$ cat src/shared/tmc_pkg.sv
// package: register map, field positions, reset values and modes of the timer
package tmc_pkg;

  // register byte offsets on the avalon slave
  localparam logic [5:0] OFF_CNT_LO = 6'h00;
  localparam logic [5:0] OFF_CNT_HI = 6'h04;
  localparam logic [5:0] OFF_CMP_A = 6'h08;
  localparam logic [5:0] OFF_CMP_B = 6'h0C;
  localparam logic [5:0] OFF_CTRL_A = 6'h10;
  localparam logic [5:0] OFF_CTRL_B = 6'h14;
  localparam logic [5:0] OFF_FLAG = 6'h18;
  localparam logic [5:0] OFF_MASK = 6'h1C;

  // control_reg_a fields
  localparam int CA_CLR_MATCH = 0;
  localparam int CA_WIDTH = 1;
  localparam int CA_CAPTURE = 2;

  // flag and mask bit positions
  localparam int FL_OVF = 0;
  localparam int FL_CMP_A = 1;
  localparam int FL_CMP_B = 2;
  localparam int FL_CAP = 3;
  localparam int NFLAGS = 4;

  // reset values
  localparam logic [7:0] RST_BYTE = 8'h00;
  localparam logic [2:0] RST_CTRL_A = 3'h0;
  localparam logic [2:0] RST_CS = 3'h0;
  localparam logic [3:0] RST_FLAGS = 4'h0;

  // count limits
  localparam logic [7:0] MAX8 = 8'hFF;
  localparam logic [15:0] MAX16 = 16'hFFFF;
  localparam logic [15:0] BOTTOM = 16'h0000;

  // clock source codes
  localparam logic [2:0] CS_STOP = 3'h0;
  localparam logic [2:0] CS_DIV1 = 3'h1;
  localparam logic [2:0] CS_DIV8 = 3'h2;
  localparam logic [2:0] CS_DIV64 = 3'h3;
  localparam logic [2:0] CS_DIV256 = 3'h4;
  localparam logic [2:0] CS_DIV1024 = 3'h5;
  localparam logic [2:0] CS_EXT_FALL = 3'h6;
  localparam logic [2:0] CS_EXT_RISE = 3'h7;

  // prescaler tap masks: a tap fires when its low bits are all ones
  localparam int PSC_W = 10;
  localparam logic [9:0] TAP8 = 10'h007;
  localparam logic [9:0] TAP64 = 10'h03F;
  localparam logic [9:0] TAP256 = 10'h0FF;
  localparam logic [9:0] TAP1024 = 10'h3FF;

  typedef enum logic [2:0] {
    MD_NORMAL8,
    MD_CTC8,
    MD_WIDE16,
    MD_CAP8,
    MD_CAP16
  } tmc_mode_t;

endpackage : tmc_pkg

$ cat src/shared/tmc_cnt_if.sv
// interface: signals between the control logic and the counter unit
interface tmc_cnt_if;
  logic tick;
  logic wide;
  logic clr_match;
  logic [7:0] top_lo;
  logic load_lo;
  logic load_hi;
  logic [7:0] load_data;
  logic [15:0] cnt;
  logic at_max;

  modport ctrl (
    output tick,
    output wide,
    output clr_match,
    output top_lo,
    output load_lo,
    output load_hi,
    output load_data,
    input cnt,
    input at_max
  );

  modport counter (
    input tick,
    input wide,
    input clr_match,
    input top_lo,
    input load_lo,
    input load_hi,
    input load_data,
    output cnt,
    output at_max
  );
endinterface : tmc_cnt_if

$ cat src/tmc_counter.sv
// counter unit: up counter of 8 or 16 bits with load and clear on match
module tmc_counter
  import tmc_pkg::*;
(
  input wire logic sys_clk,
  input wire logic srst,
  tmc_cnt_if.counter cif
);

  logic [15:0] cnt_q;

  // MAX depends on the width in use
  assign cif.at_max = cif.wide ? (cnt_q == MAX16) : (cnt_q[7:0] == MAX8);
  assign cif.cnt = cnt_q;

  // cpu load beats clear and count; high byte only counts in 16-bit
  always_ff @(posedge sys_clk)
  begin
    if (srst)
    begin
      cnt_q <= BOTTOM;
    end
    else if (cif.load_lo || cif.load_hi)
    begin
      if (cif.load_lo)
      begin
        cnt_q[7:0] <= cif.load_data;
      end
      if (cif.load_hi)
      begin
        cnt_q[15:8] <= cif.load_data;
      end
    end
    else if (cif.tick)
    begin
      if (cif.wide)
      begin
        cnt_q <= cnt_q + 16'h0001;
      end
      else if (cif.clr_match && (cnt_q[7:0] == cif.top_lo))
      begin
        cnt_q[7:0] <= BOTTOM[7:0];
      end
      else
      begin
        cnt_q[7:0] <= cnt_q[7:0] + 8'h01;
      end
    end
  end

endmodule : tmc_counter

$ cat src/tmc_top.sv
// top: timer control, compare, capture, flags and avalon register slave
//
// What this block does
// - 16-bit mode adds high counter byte; compare a low, compare b high.
// - every request is a flag in timer_flag_reg, masked per bit.
// - BOTTOM is zero; MAX is 0xFF narrow, 0xFFFF wide.
// - TOP is fixed MAX or compare_value_a, by mode.
// - tick comes from clock_source_select; zero stops the counter.
// - count up one per tick, restart at BOTTOM after TOP.
// - cpu reads and writes counter anytime; write beats clear and count.
// - mode decoded from capture enable, width select, clear-on-match select.
// - normal 8-bit wraps 0xFF to 0x00 and sets overflow then.
// - overflow only set by counting; cleared when serviced.
// - 16-bit counts to 0xFFFF, wraps, sets overflow at zero.
// - new counter value may be written any time in normal modes.
// - clear-on-match clears counter when it equals compare_value_a.
// - clear-on-match sets compare_flag_a once each period at TOP.
// - compare a below count is missed until wrap through 0xFF.
// - clear-on-match sets overflow on MAX to zero rollover too.
// - capture copies counter into compare storage, sets capture flag same clock.
// - 16-bit capture uses compare b as high byte; 8-bit keeps it.
// - equal counter sets compare flag at next tick; wide sets only a; capture modes never set a.
// - a counter write suppresses compare matches at the following tick.
module tmc_top
  import tmc_pkg::*;
(
  input wire logic sys_clk,
  input wire logic srst,
  input wire logic [5:0] avs_address,
  input wire logic avs_read,
  input wire logic avs_write,
  input wire logic [31:0] avs_writedata,
  input wire logic [3:0] avs_byteenable,
  output logic [31:0] avs_readdata,
  output logic avs_waitrequest,
  input wire logic external_count_pin,
  input wire logic capture_event,
  input wire logic [tmc_pkg::NFLAGS-1:0] irq_ack,
  output logic [tmc_pkg::NFLAGS-1:0] irq_req
);
  import tmc_pkg::*;

  tmc_cnt_if cif ();

  logic ack_q;
  logic [31:0] rdata_q;
  logic wr_go;
  logic wr_lane;
  logic [7:0] wbyte;
  logic [7:0] cmp_a_q;
  logic [7:0] cmp_b_q;
  logic [2:0] ctrl_a_q;
  logic [2:0] cs_q;
  logic [NFLAGS-1:0] flags_q;
  logic [NFLAGS-1:0] mask_q;
  logic [NFLAGS-1:0] flag_set;
  logic [NFLAGS-1:0] flag_clr;
  logic block_q;
  logic [PSC_W-1:0] psc_q;
  logic pin_s1_q;
  logic pin_s2_q;
  logic pin_s3_q;
  logic pin_lvl_q;
  logic ext_rise;
  logic ext_fall;
  logic tick;
  logic cnt_wr;
  logic match_a;
  logic match_b;
  logic cap_go;
  tmc_mode_t mode;

  // ------------------------------------------------------------
  // mode decode
  // ------------------------------------------------------------

  // capture enable, width select, clear-on-match select
  always_comb
  begin
    if (ctrl_a_q[CA_CAPTURE] && ctrl_a_q[CA_WIDTH])
    begin
      mode = MD_CAP16;
    end
    else if (ctrl_a_q[CA_CAPTURE])
    begin
      mode = MD_CAP8;
    end
    else if (ctrl_a_q[CA_WIDTH])
    begin
      mode = MD_WIDE16;
    end
    else if (ctrl_a_q[CA_CLR_MATCH])
    begin
      mode = MD_CTC8;
    end
    else
    begin
      mode = MD_NORMAL8;
    end
  end

  // ------------------------------------------------------------
  // avalon slave
  // ------------------------------------------------------------

  // one wait cycle per request, then release
  assign avs_waitrequest = (avs_read || avs_write) && !ack_q;
  assign wr_go = avs_write && ack_q;
  assign wr_lane = wr_go && avs_byteenable[0];
  assign wbyte = avs_writedata[7:0];
  assign avs_readdata = rdata_q;

  // acknowledge toggles in the cycle after a request appears
  always_ff @(posedge sys_clk)
  begin
    if (srst)
    begin
      ack_q <= 1'b0;
    end
    else
    begin
      ack_q <= (avs_read || avs_write) && !ack_q;
    end
  end

  // read data registered during the wait cycle, unmapped reads zero
  always_ff @(posedge sys_clk)
  begin
    if (srst)
    begin
      rdata_q <= 32'h00000000;
    end
    else if (avs_read && !ack_q)
    begin
      if (avs_address == OFF_CNT_LO)
      begin
        rdata_q <= {24'h000000, cif.cnt[7:0]};
      end
      else if (avs_address == OFF_CNT_HI)
      begin
        rdata_q <= {24'h000000, cif.cnt[15:8]};
      end
      else if (avs_address == OFF_CMP_A)
      begin
        rdata_q <= {24'h000000, cmp_a_q};
      end
      else if (avs_address == OFF_CMP_B)
      begin
        rdata_q <= {24'h000000, cmp_b_q};
      end
      else if (avs_address == OFF_CTRL_A)
      begin
        rdata_q <= {29'h0000000, ctrl_a_q};
      end
      else if (avs_address == OFF_CTRL_B)
      begin
        rdata_q <= {29'h0000000, cs_q};
      end
      else if (avs_address == OFF_FLAG)
      begin
        rdata_q <= {28'h0000000, flags_q};
      end
      else if (avs_address == OFF_MASK)
      begin
        rdata_q <= {28'h0000000, mask_q};
      end
      else
      begin
        rdata_q <= 32'h00000000;
      end
    end
  end

  // control and mask registers
  always_ff @(posedge sys_clk)
  begin
    if (srst)
    begin
      ctrl_a_q <= RST_CTRL_A;
      cs_q <= RST_CS;
      mask_q <= RST_FLAGS;
    end
    else if (wr_lane)
    begin
      if (avs_address == OFF_CTRL_A)
      begin
        ctrl_a_q <= wbyte[2:0];
      end
      else if (avs_address == OFF_CTRL_B)
      begin
        cs_q <= wbyte[2:0];
      end
      else if (avs_address == OFF_MASK)
      begin
        mask_q <= wbyte[NFLAGS-1:0];
      end
    end
  end

  // ------------------------------------------------------------
  // timer tick
  // ------------------------------------------------------------

  // free running prescaler
  always_ff @(posedge sys_clk)
  begin
    if (srst)
    begin
      psc_q <= '0;
    end
    else
    begin
      psc_q <= psc_q + 10'h001;
    end
  end

  // external pin: three stages, level moves when stages two and three agree
  always_ff @(posedge sys_clk)
  begin
    if (srst)
    begin
      pin_s1_q <= 1'b0;
      pin_s2_q <= 1'b0;
      pin_s3_q <= 1'b0;
      pin_lvl_q <= 1'b0;
    end
    else
    begin
      pin_s1_q <= external_count_pin;
      pin_s2_q <= pin_s1_q;
      pin_s3_q <= pin_s2_q;
      if (pin_s2_q == pin_s3_q)
      begin
        pin_lvl_q <= pin_s3_q;
      end
    end
  end

  assign ext_rise = (pin_s2_q == pin_s3_q) && pin_s3_q && !pin_lvl_q;
  assign ext_fall = (pin_s2_q == pin_s3_q) && !pin_s3_q && pin_lvl_q;

  // clock select picks the tick source; code zero stops the timer
  always_comb
  begin
    case (cs_q)
      CS_DIV1: tick = 1'b1;
      CS_DIV8: tick = (psc_q & TAP8) == TAP8;
      CS_DIV64: tick = (psc_q & TAP64) == TAP64;
      CS_DIV256: tick = (psc_q & TAP256) == TAP256;
      CS_DIV1024: tick = (psc_q & TAP1024) == TAP1024;
      CS_EXT_FALL: tick = ext_fall;
      CS_EXT_RISE: tick = ext_rise;
      default: tick = 1'b0;
    endcase
  end

  // ------------------------------------------------------------
  // counter unit hookup
  // ------------------------------------------------------------

  assign cnt_wr = wr_lane && ((avs_address == OFF_CNT_LO) || (avs_address == OFF_CNT_HI));
  assign cif.tick = tick;
  assign cif.wide = (mode == MD_WIDE16) || (mode == MD_CAP16);
  assign cif.clr_match = (mode == MD_CTC8);
  assign cif.top_lo = cmp_a_q;
  assign cif.load_lo = wr_lane && (avs_address == OFF_CNT_LO);
  assign cif.load_hi = wr_lane && (avs_address == OFF_CNT_HI);
  assign cif.load_data = wbyte;

  tmc_counter u_counter (
    .sys_clk(sys_clk),
    .srst(srst),
    .cif(cif.counter)
  );

  // ------------------------------------------------------------
  // compare and capture
  // ------------------------------------------------------------

  // wide mode compares against the merged 16-bit value
  assign match_a = cif.wide ? (cif.cnt == {cmp_b_q, cmp_a_q}) : (cif.cnt[7:0] == cmp_a_q);
  assign match_b = cif.cnt[7:0] == cmp_b_q;
  assign cap_go = capture_event && ((mode == MD_CAP8) || (mode == MD_CAP16));

  // compare storage; a capture overrides a bus write in the same cycle
  always_ff @(posedge sys_clk)
  begin
    if (srst)
    begin
      cmp_a_q <= RST_BYTE;
      cmp_b_q <= RST_BYTE;
    end
    else
    begin
      if (cap_go)
      begin
        cmp_a_q <= cif.cnt[7:0];
      end
      else if (wr_lane && (avs_address == OFF_CMP_A))
      begin
        cmp_a_q <= wbyte;
      end
      if (cap_go && (mode == MD_CAP16))
      begin
        cmp_b_q <= cif.cnt[15:8];
      end
      else if (wr_lane && (avs_address == OFF_CMP_B))
      begin
        cmp_b_q <= wbyte;
      end
    end
  end

  // a counter write blocks matches until the next tick has passed
  always_ff @(posedge sys_clk)
  begin
    if (srst)
    begin
      block_q <= 1'b0;
    end
    else if (cnt_wr)
    begin
      block_q <= 1'b1;
    end
    else if (tick)
    begin
      block_q <= 1'b0;
    end
  end

  // ------------------------------------------------------------
  // interrupt flags
  // ------------------------------------------------------------

  // flag set terms; a counter write in the same cycle cancels the count
  always_comb
  begin
    flag_set = '0;
    flag_set[FL_OVF] = tick && cif.at_max && !cnt_wr;
    flag_set[FL_CMP_A] = tick && match_a && !block_q && !cnt_wr
      && (mode != MD_CAP8) && (mode != MD_CAP16);
    flag_set[FL_CMP_B] = tick && match_b && !block_q && !cnt_wr
      && !cif.wide;
    flag_set[FL_CAP] = cap_go;
  end

  // serviced requests and write-one from software clear flags
  always_comb
  begin
    flag_clr = irq_ack;
    if (wr_lane && (avs_address == OFF_FLAG))
    begin
      flag_clr = flag_clr | wbyte[NFLAGS-1:0];
    end
  end

  // sticky flags, a set wins over a clear in the same cycle
  always_ff @(posedge sys_clk)
  begin
    if (srst)
    begin
      flags_q <= RST_FLAGS;
    end
    else
    begin
      flags_q <= (flags_q & ~flag_clr) | flag_set;
    end
  end

  // each request gated by its own mask bit
  assign irq_req = flags_q & mask_q;

endmodule : tmc_top

$ cat config.mk
export PLATFORM = sky130hd
export DESIGN_NAME = tmc_top
export DESIGN_NICKNAME = d
export VERILOG_FILES = /design/src/shared/tmc_pkg.sv /design/src/shared/tmc_cnt_if.sv /design/src/tmc_counter.sv /design/src/tmc_top.sv
export SDC_FILE = /design/constraint.sdc
export NUM_CORES = 1
export LEC_CHECK = 0
export BUFFER_PORTS_ARGS = -buffer_cell sky130_fd_sc_hd__buf_2
export CORE_MARGIN = 2
export CORE_UTILIZATION = 40
export CTS_CLUSTER_DIAMETER = 40
export DETAILED_ROUTE_END_ITERATION = 10
export SLEW_MARGIN = 0
export SYNTH_ARGS = -nofsm -noshare
export SYNTH_HDL_FRONTEND = slang
export SYNTH_HIERARCHICAL = 1
export SYNTH_SLANG_ARGS = --single-unit
$ cat constraint.sdc
create_clock -name sys_clk -period 3.31 [get_ports sys_clk]
set_input_delay 0.331 -clock sys_clk [delete_from_list [all_inputs] [get_ports sys_clk]]
set_output_delay 0.331 -clock sys_clk [all_outputs]
set_load 0.005 [all_outputs]
==> run metrics <==
status=finished, final reports clean; multiplexer area fraction after synthesis=under 10%; Post-DP HPWL=between 8 and 9 mm; Pwr Density=between 300 and 400 nW/um2; top cells by area, synth=dfxtp_1 (33%), xnor2_1 (5.5%), nor2_1 (5.2%), mux2i_1 (4.4%), buf_4 (4.2%); post-route cell area=between 4000 and 5000 um2; max-slew violations=0; synthesized flop and latch total=70; Multi-input gate area=approximately 2600 um2; via count=around 4000; number of instances in the placed design=683; Placer Congestion=roughly 0.91; final hold viol count=0; CTS tree=yes; Synth area leader=dfxtp_1; crit path DAT=2850 ps; first-pass GRT wire length=approximately 19 mm; worst min path class=in -> reg; Final setup viols=0; vias in the first global route=3778; clock transition at the registers of the reported paths=80 ps; layout cell share with drive strength beyond 1=between 10% and 20%; total grt overflow=0; Post-Synth Adder-Cell Area=approximately 1.7%; Rel. slew slack=approximately a quarter; Clock Skew=between 10 and 15 ps; register area=around 1400 um2; CP Launch Type=register; Layout Cells excl Fill=around 700; 1st-pass router iterations=5; leak pwr=approximately 1.8 nW; Setup CP Type=reg -> reg; worst vdd ir=about 0.00018 V; RSZ-0062 raised after global routing=no; die height=approximately 110 um; Total Nets Final=roughly 620; fillers=1042; buffer count from post-CTS setup fixing=0; hold buffers post-CTS=0; CP Capture Type=register; mean instance size in the synthesized netlist=a little over 8 um2; WL/cell=roughly 17 um; Die X-Extent=approximately 110 um; pin count of the biggest net entering global routing=58; post-placement setup slack=521.1 ps; critical path peak fanout=4; Post-Synth XOR/XNOR Area=about 7.5%; Synth cell types=roughly 60; pin slew with the least headroom to its limit=1132 ps; Clock Latency Late Sink=around 350 ps; Synth Flop Type=dfxtp_1; Synth async-reset ratio=0%; Post-DRT Antenna Nets=0; synth warn=6; Area after DPL=about 4500 um2; Num CTS Buffers=9; Post-synth EDFFs=0; Routed WL=about 12 mm; DRC viols=0; row cnt=37; gr usage total=around 22%; initial DRC count=256; initial antenna violation count=0; H-tree Lvls=3; routed vias/inst=5.718; CP required=3570 ps; Final TNS setup=0 ps; synthesized instance count=roughly 520; io pins=89; CTS resizes=0; Synth Area in Compound Gates=a little under a fifth; IO Port Bufs=37; largest family of logic cells by synthesized area=simple AND/OR/NAND/NOR gates; Yosys top cell area share=about a third; Initial Utilization=41.39%; Die Area=11630 um2; CTS root buf=clkbuf_8; Fmax=between 300 and 400 MHz; maxcap violations=0; Final period util=around 78%; Seq/Total Area, Yosys=between 30% and 40%; Synth Area in Simple Gates=a little under a quarter; fin crit period=approximately 2600 ps; ant diodes=0; P&R area growth vs syn=9.866%; worst-case clock buffer depth=2; final worst slack=725.0 ps; core area=around 10000 um2; Syn Std Cell Area=4312 um2; CTS Sinks=70
-- flip-flops by register name, indices dropped and copies added, names as in the netlist, 3 cells and up --
signal	flops
flags_q	4
psc_q	10
ctrl_a_q	3
mask_q	4
cs_q	3
cif.top_lo	8
u_counter/cif.cnt	16
cmp_b_q	8
avs_readdata	8
-- layer usage --
metal	wire length [um]	up-vias	track usage, %	share of wire, %
met4	310	0	8.700	2.5
met3	782	26	3.874	6.4
li1	-	1897	-	-
met2	5763	167	35.53	47
met1	5335	1901	28.38	44
met5	0	-	0	0
-- final timing paths --
| kind | startpoint | end | slack [ps] | depth (start not counted) |
|---|---|---|---|---|
| worst max-delay path | psc_q[0]$_SDFF_PP0_ | u_counter/cif.cnt[15]$_SDFFE_PP0P_ | 730 | 11 |
| worst min-delay path | external_count_pin | pin_s1_q$_SDFF_PP0_ | 180 | 2 |
| worst max register to register | psc_q[0]$_SDFF_PP0_ | u_counter/cif.cnt[15]$_SDFFE_PP0P_ | 730 | 11 |
| worst min register to register | pin_s1_q$_SDFF_PP0_ | pin_s2_q$_SDFF_PP0_ | 450 | 1 |
-- metrics by stage --
stage	power, mW	utilization, %	hold slack (ps)
5_1_grt	1.724	45.48	204.7
3_3_place_gp	0.9939	43.68	430.0
2_1_floorplan	0.9676	-	413.8
6_report	1.659	45.48	185.0
4_1_cts	1.671	45.48	176.9
3_5_place_dp	0.9965	43.68	437.5
-- logic make-up (layout without fill, tap and decap cells) --
logic type                 after synthesis  after routing
and+or+nand+nor                        199            199
AOI/OAI and AO/OA                      118            118
DFF                                     70             70
buffers and inverters                   67             82
xor gates and xnor gates                37             37
muxes                                   26             26
adders and majority gates                6              6
other                                    1             24
-- worst max-delay path: stages, from the launching register on --
cell and delay (ps):
dfxtp_1 350, ha_1 190, nand2_1 100, nor3_1 340, a32oi_1 190, and2_1 240
inv_1 130, nand2_1 100, nor2_1 120, nor2_1 60, or4_1 520, a31oi_1 170
-- cell type report --
type | instances | share of cell area [%]
clock buffer | 9 | 2.615
tap | 136 | 3.592
timing repair buffer | 49 | 6.075
clock inverter | 6 | 1.347
multi-input combinational | 410 | 55.36
inverter | 18 | 1.426
sequential | 70 | 29.58
-- power by group --
part           total (mW)  switching [mW]  leakage (nW)  internal, mW
Combinational       0.119          0.0787          1.12        0.0403
Clock               0.681           0.338        0.0911         0.342
Sequential          0.859         0.00932         0.565         0.850
-- synth_stat cells (3+ instances only) --
master,instances
clkbuf_1,17
and3_1,5
o21ai_0,23
o32ai_1,3
a31oi_1,6
o21a_1,3
o31ai_1,4
a311oi_1,6
xnor2_1,27
xor2_1,10
nor3_1,13
mux2i_1,19
nand2b_1,8
nor2b_1,5
a21oi_1,32
nand3b_1,3
nor2_1,60
or3_1,8
ha_1,6
nand4_1,8
buf_6,4
buf_4,24
dfxtp_1,70
a211oi_1,16
nor3b_1,4
nand2_1,38
mux4_2,7
nand3_1,24
and2_1,8
inv_1,18
nor4_1,6
-- layout by cell type (no fill, tap or decap), drive strengths merged, types with 5 or more instances in the layout --
cell type  instances
dfxtp             70
nor2              60
buf               49
nand2             38
a21oi             32
xnor2             27
nand3             25
o21ai             25
conb              24
mux2i             19
inv               18
a211oi            16
nor3              13
xor2              10
clkbuf             9
and2               8
nand2b             8
or3                8
nand4              8
a311oi             8
mux4               7
nor4               6
a31oi              6
ha                 6
and3               5
nor2b              5
o31ai              5
Note: power is estimated with default switching activity, not from simulation.
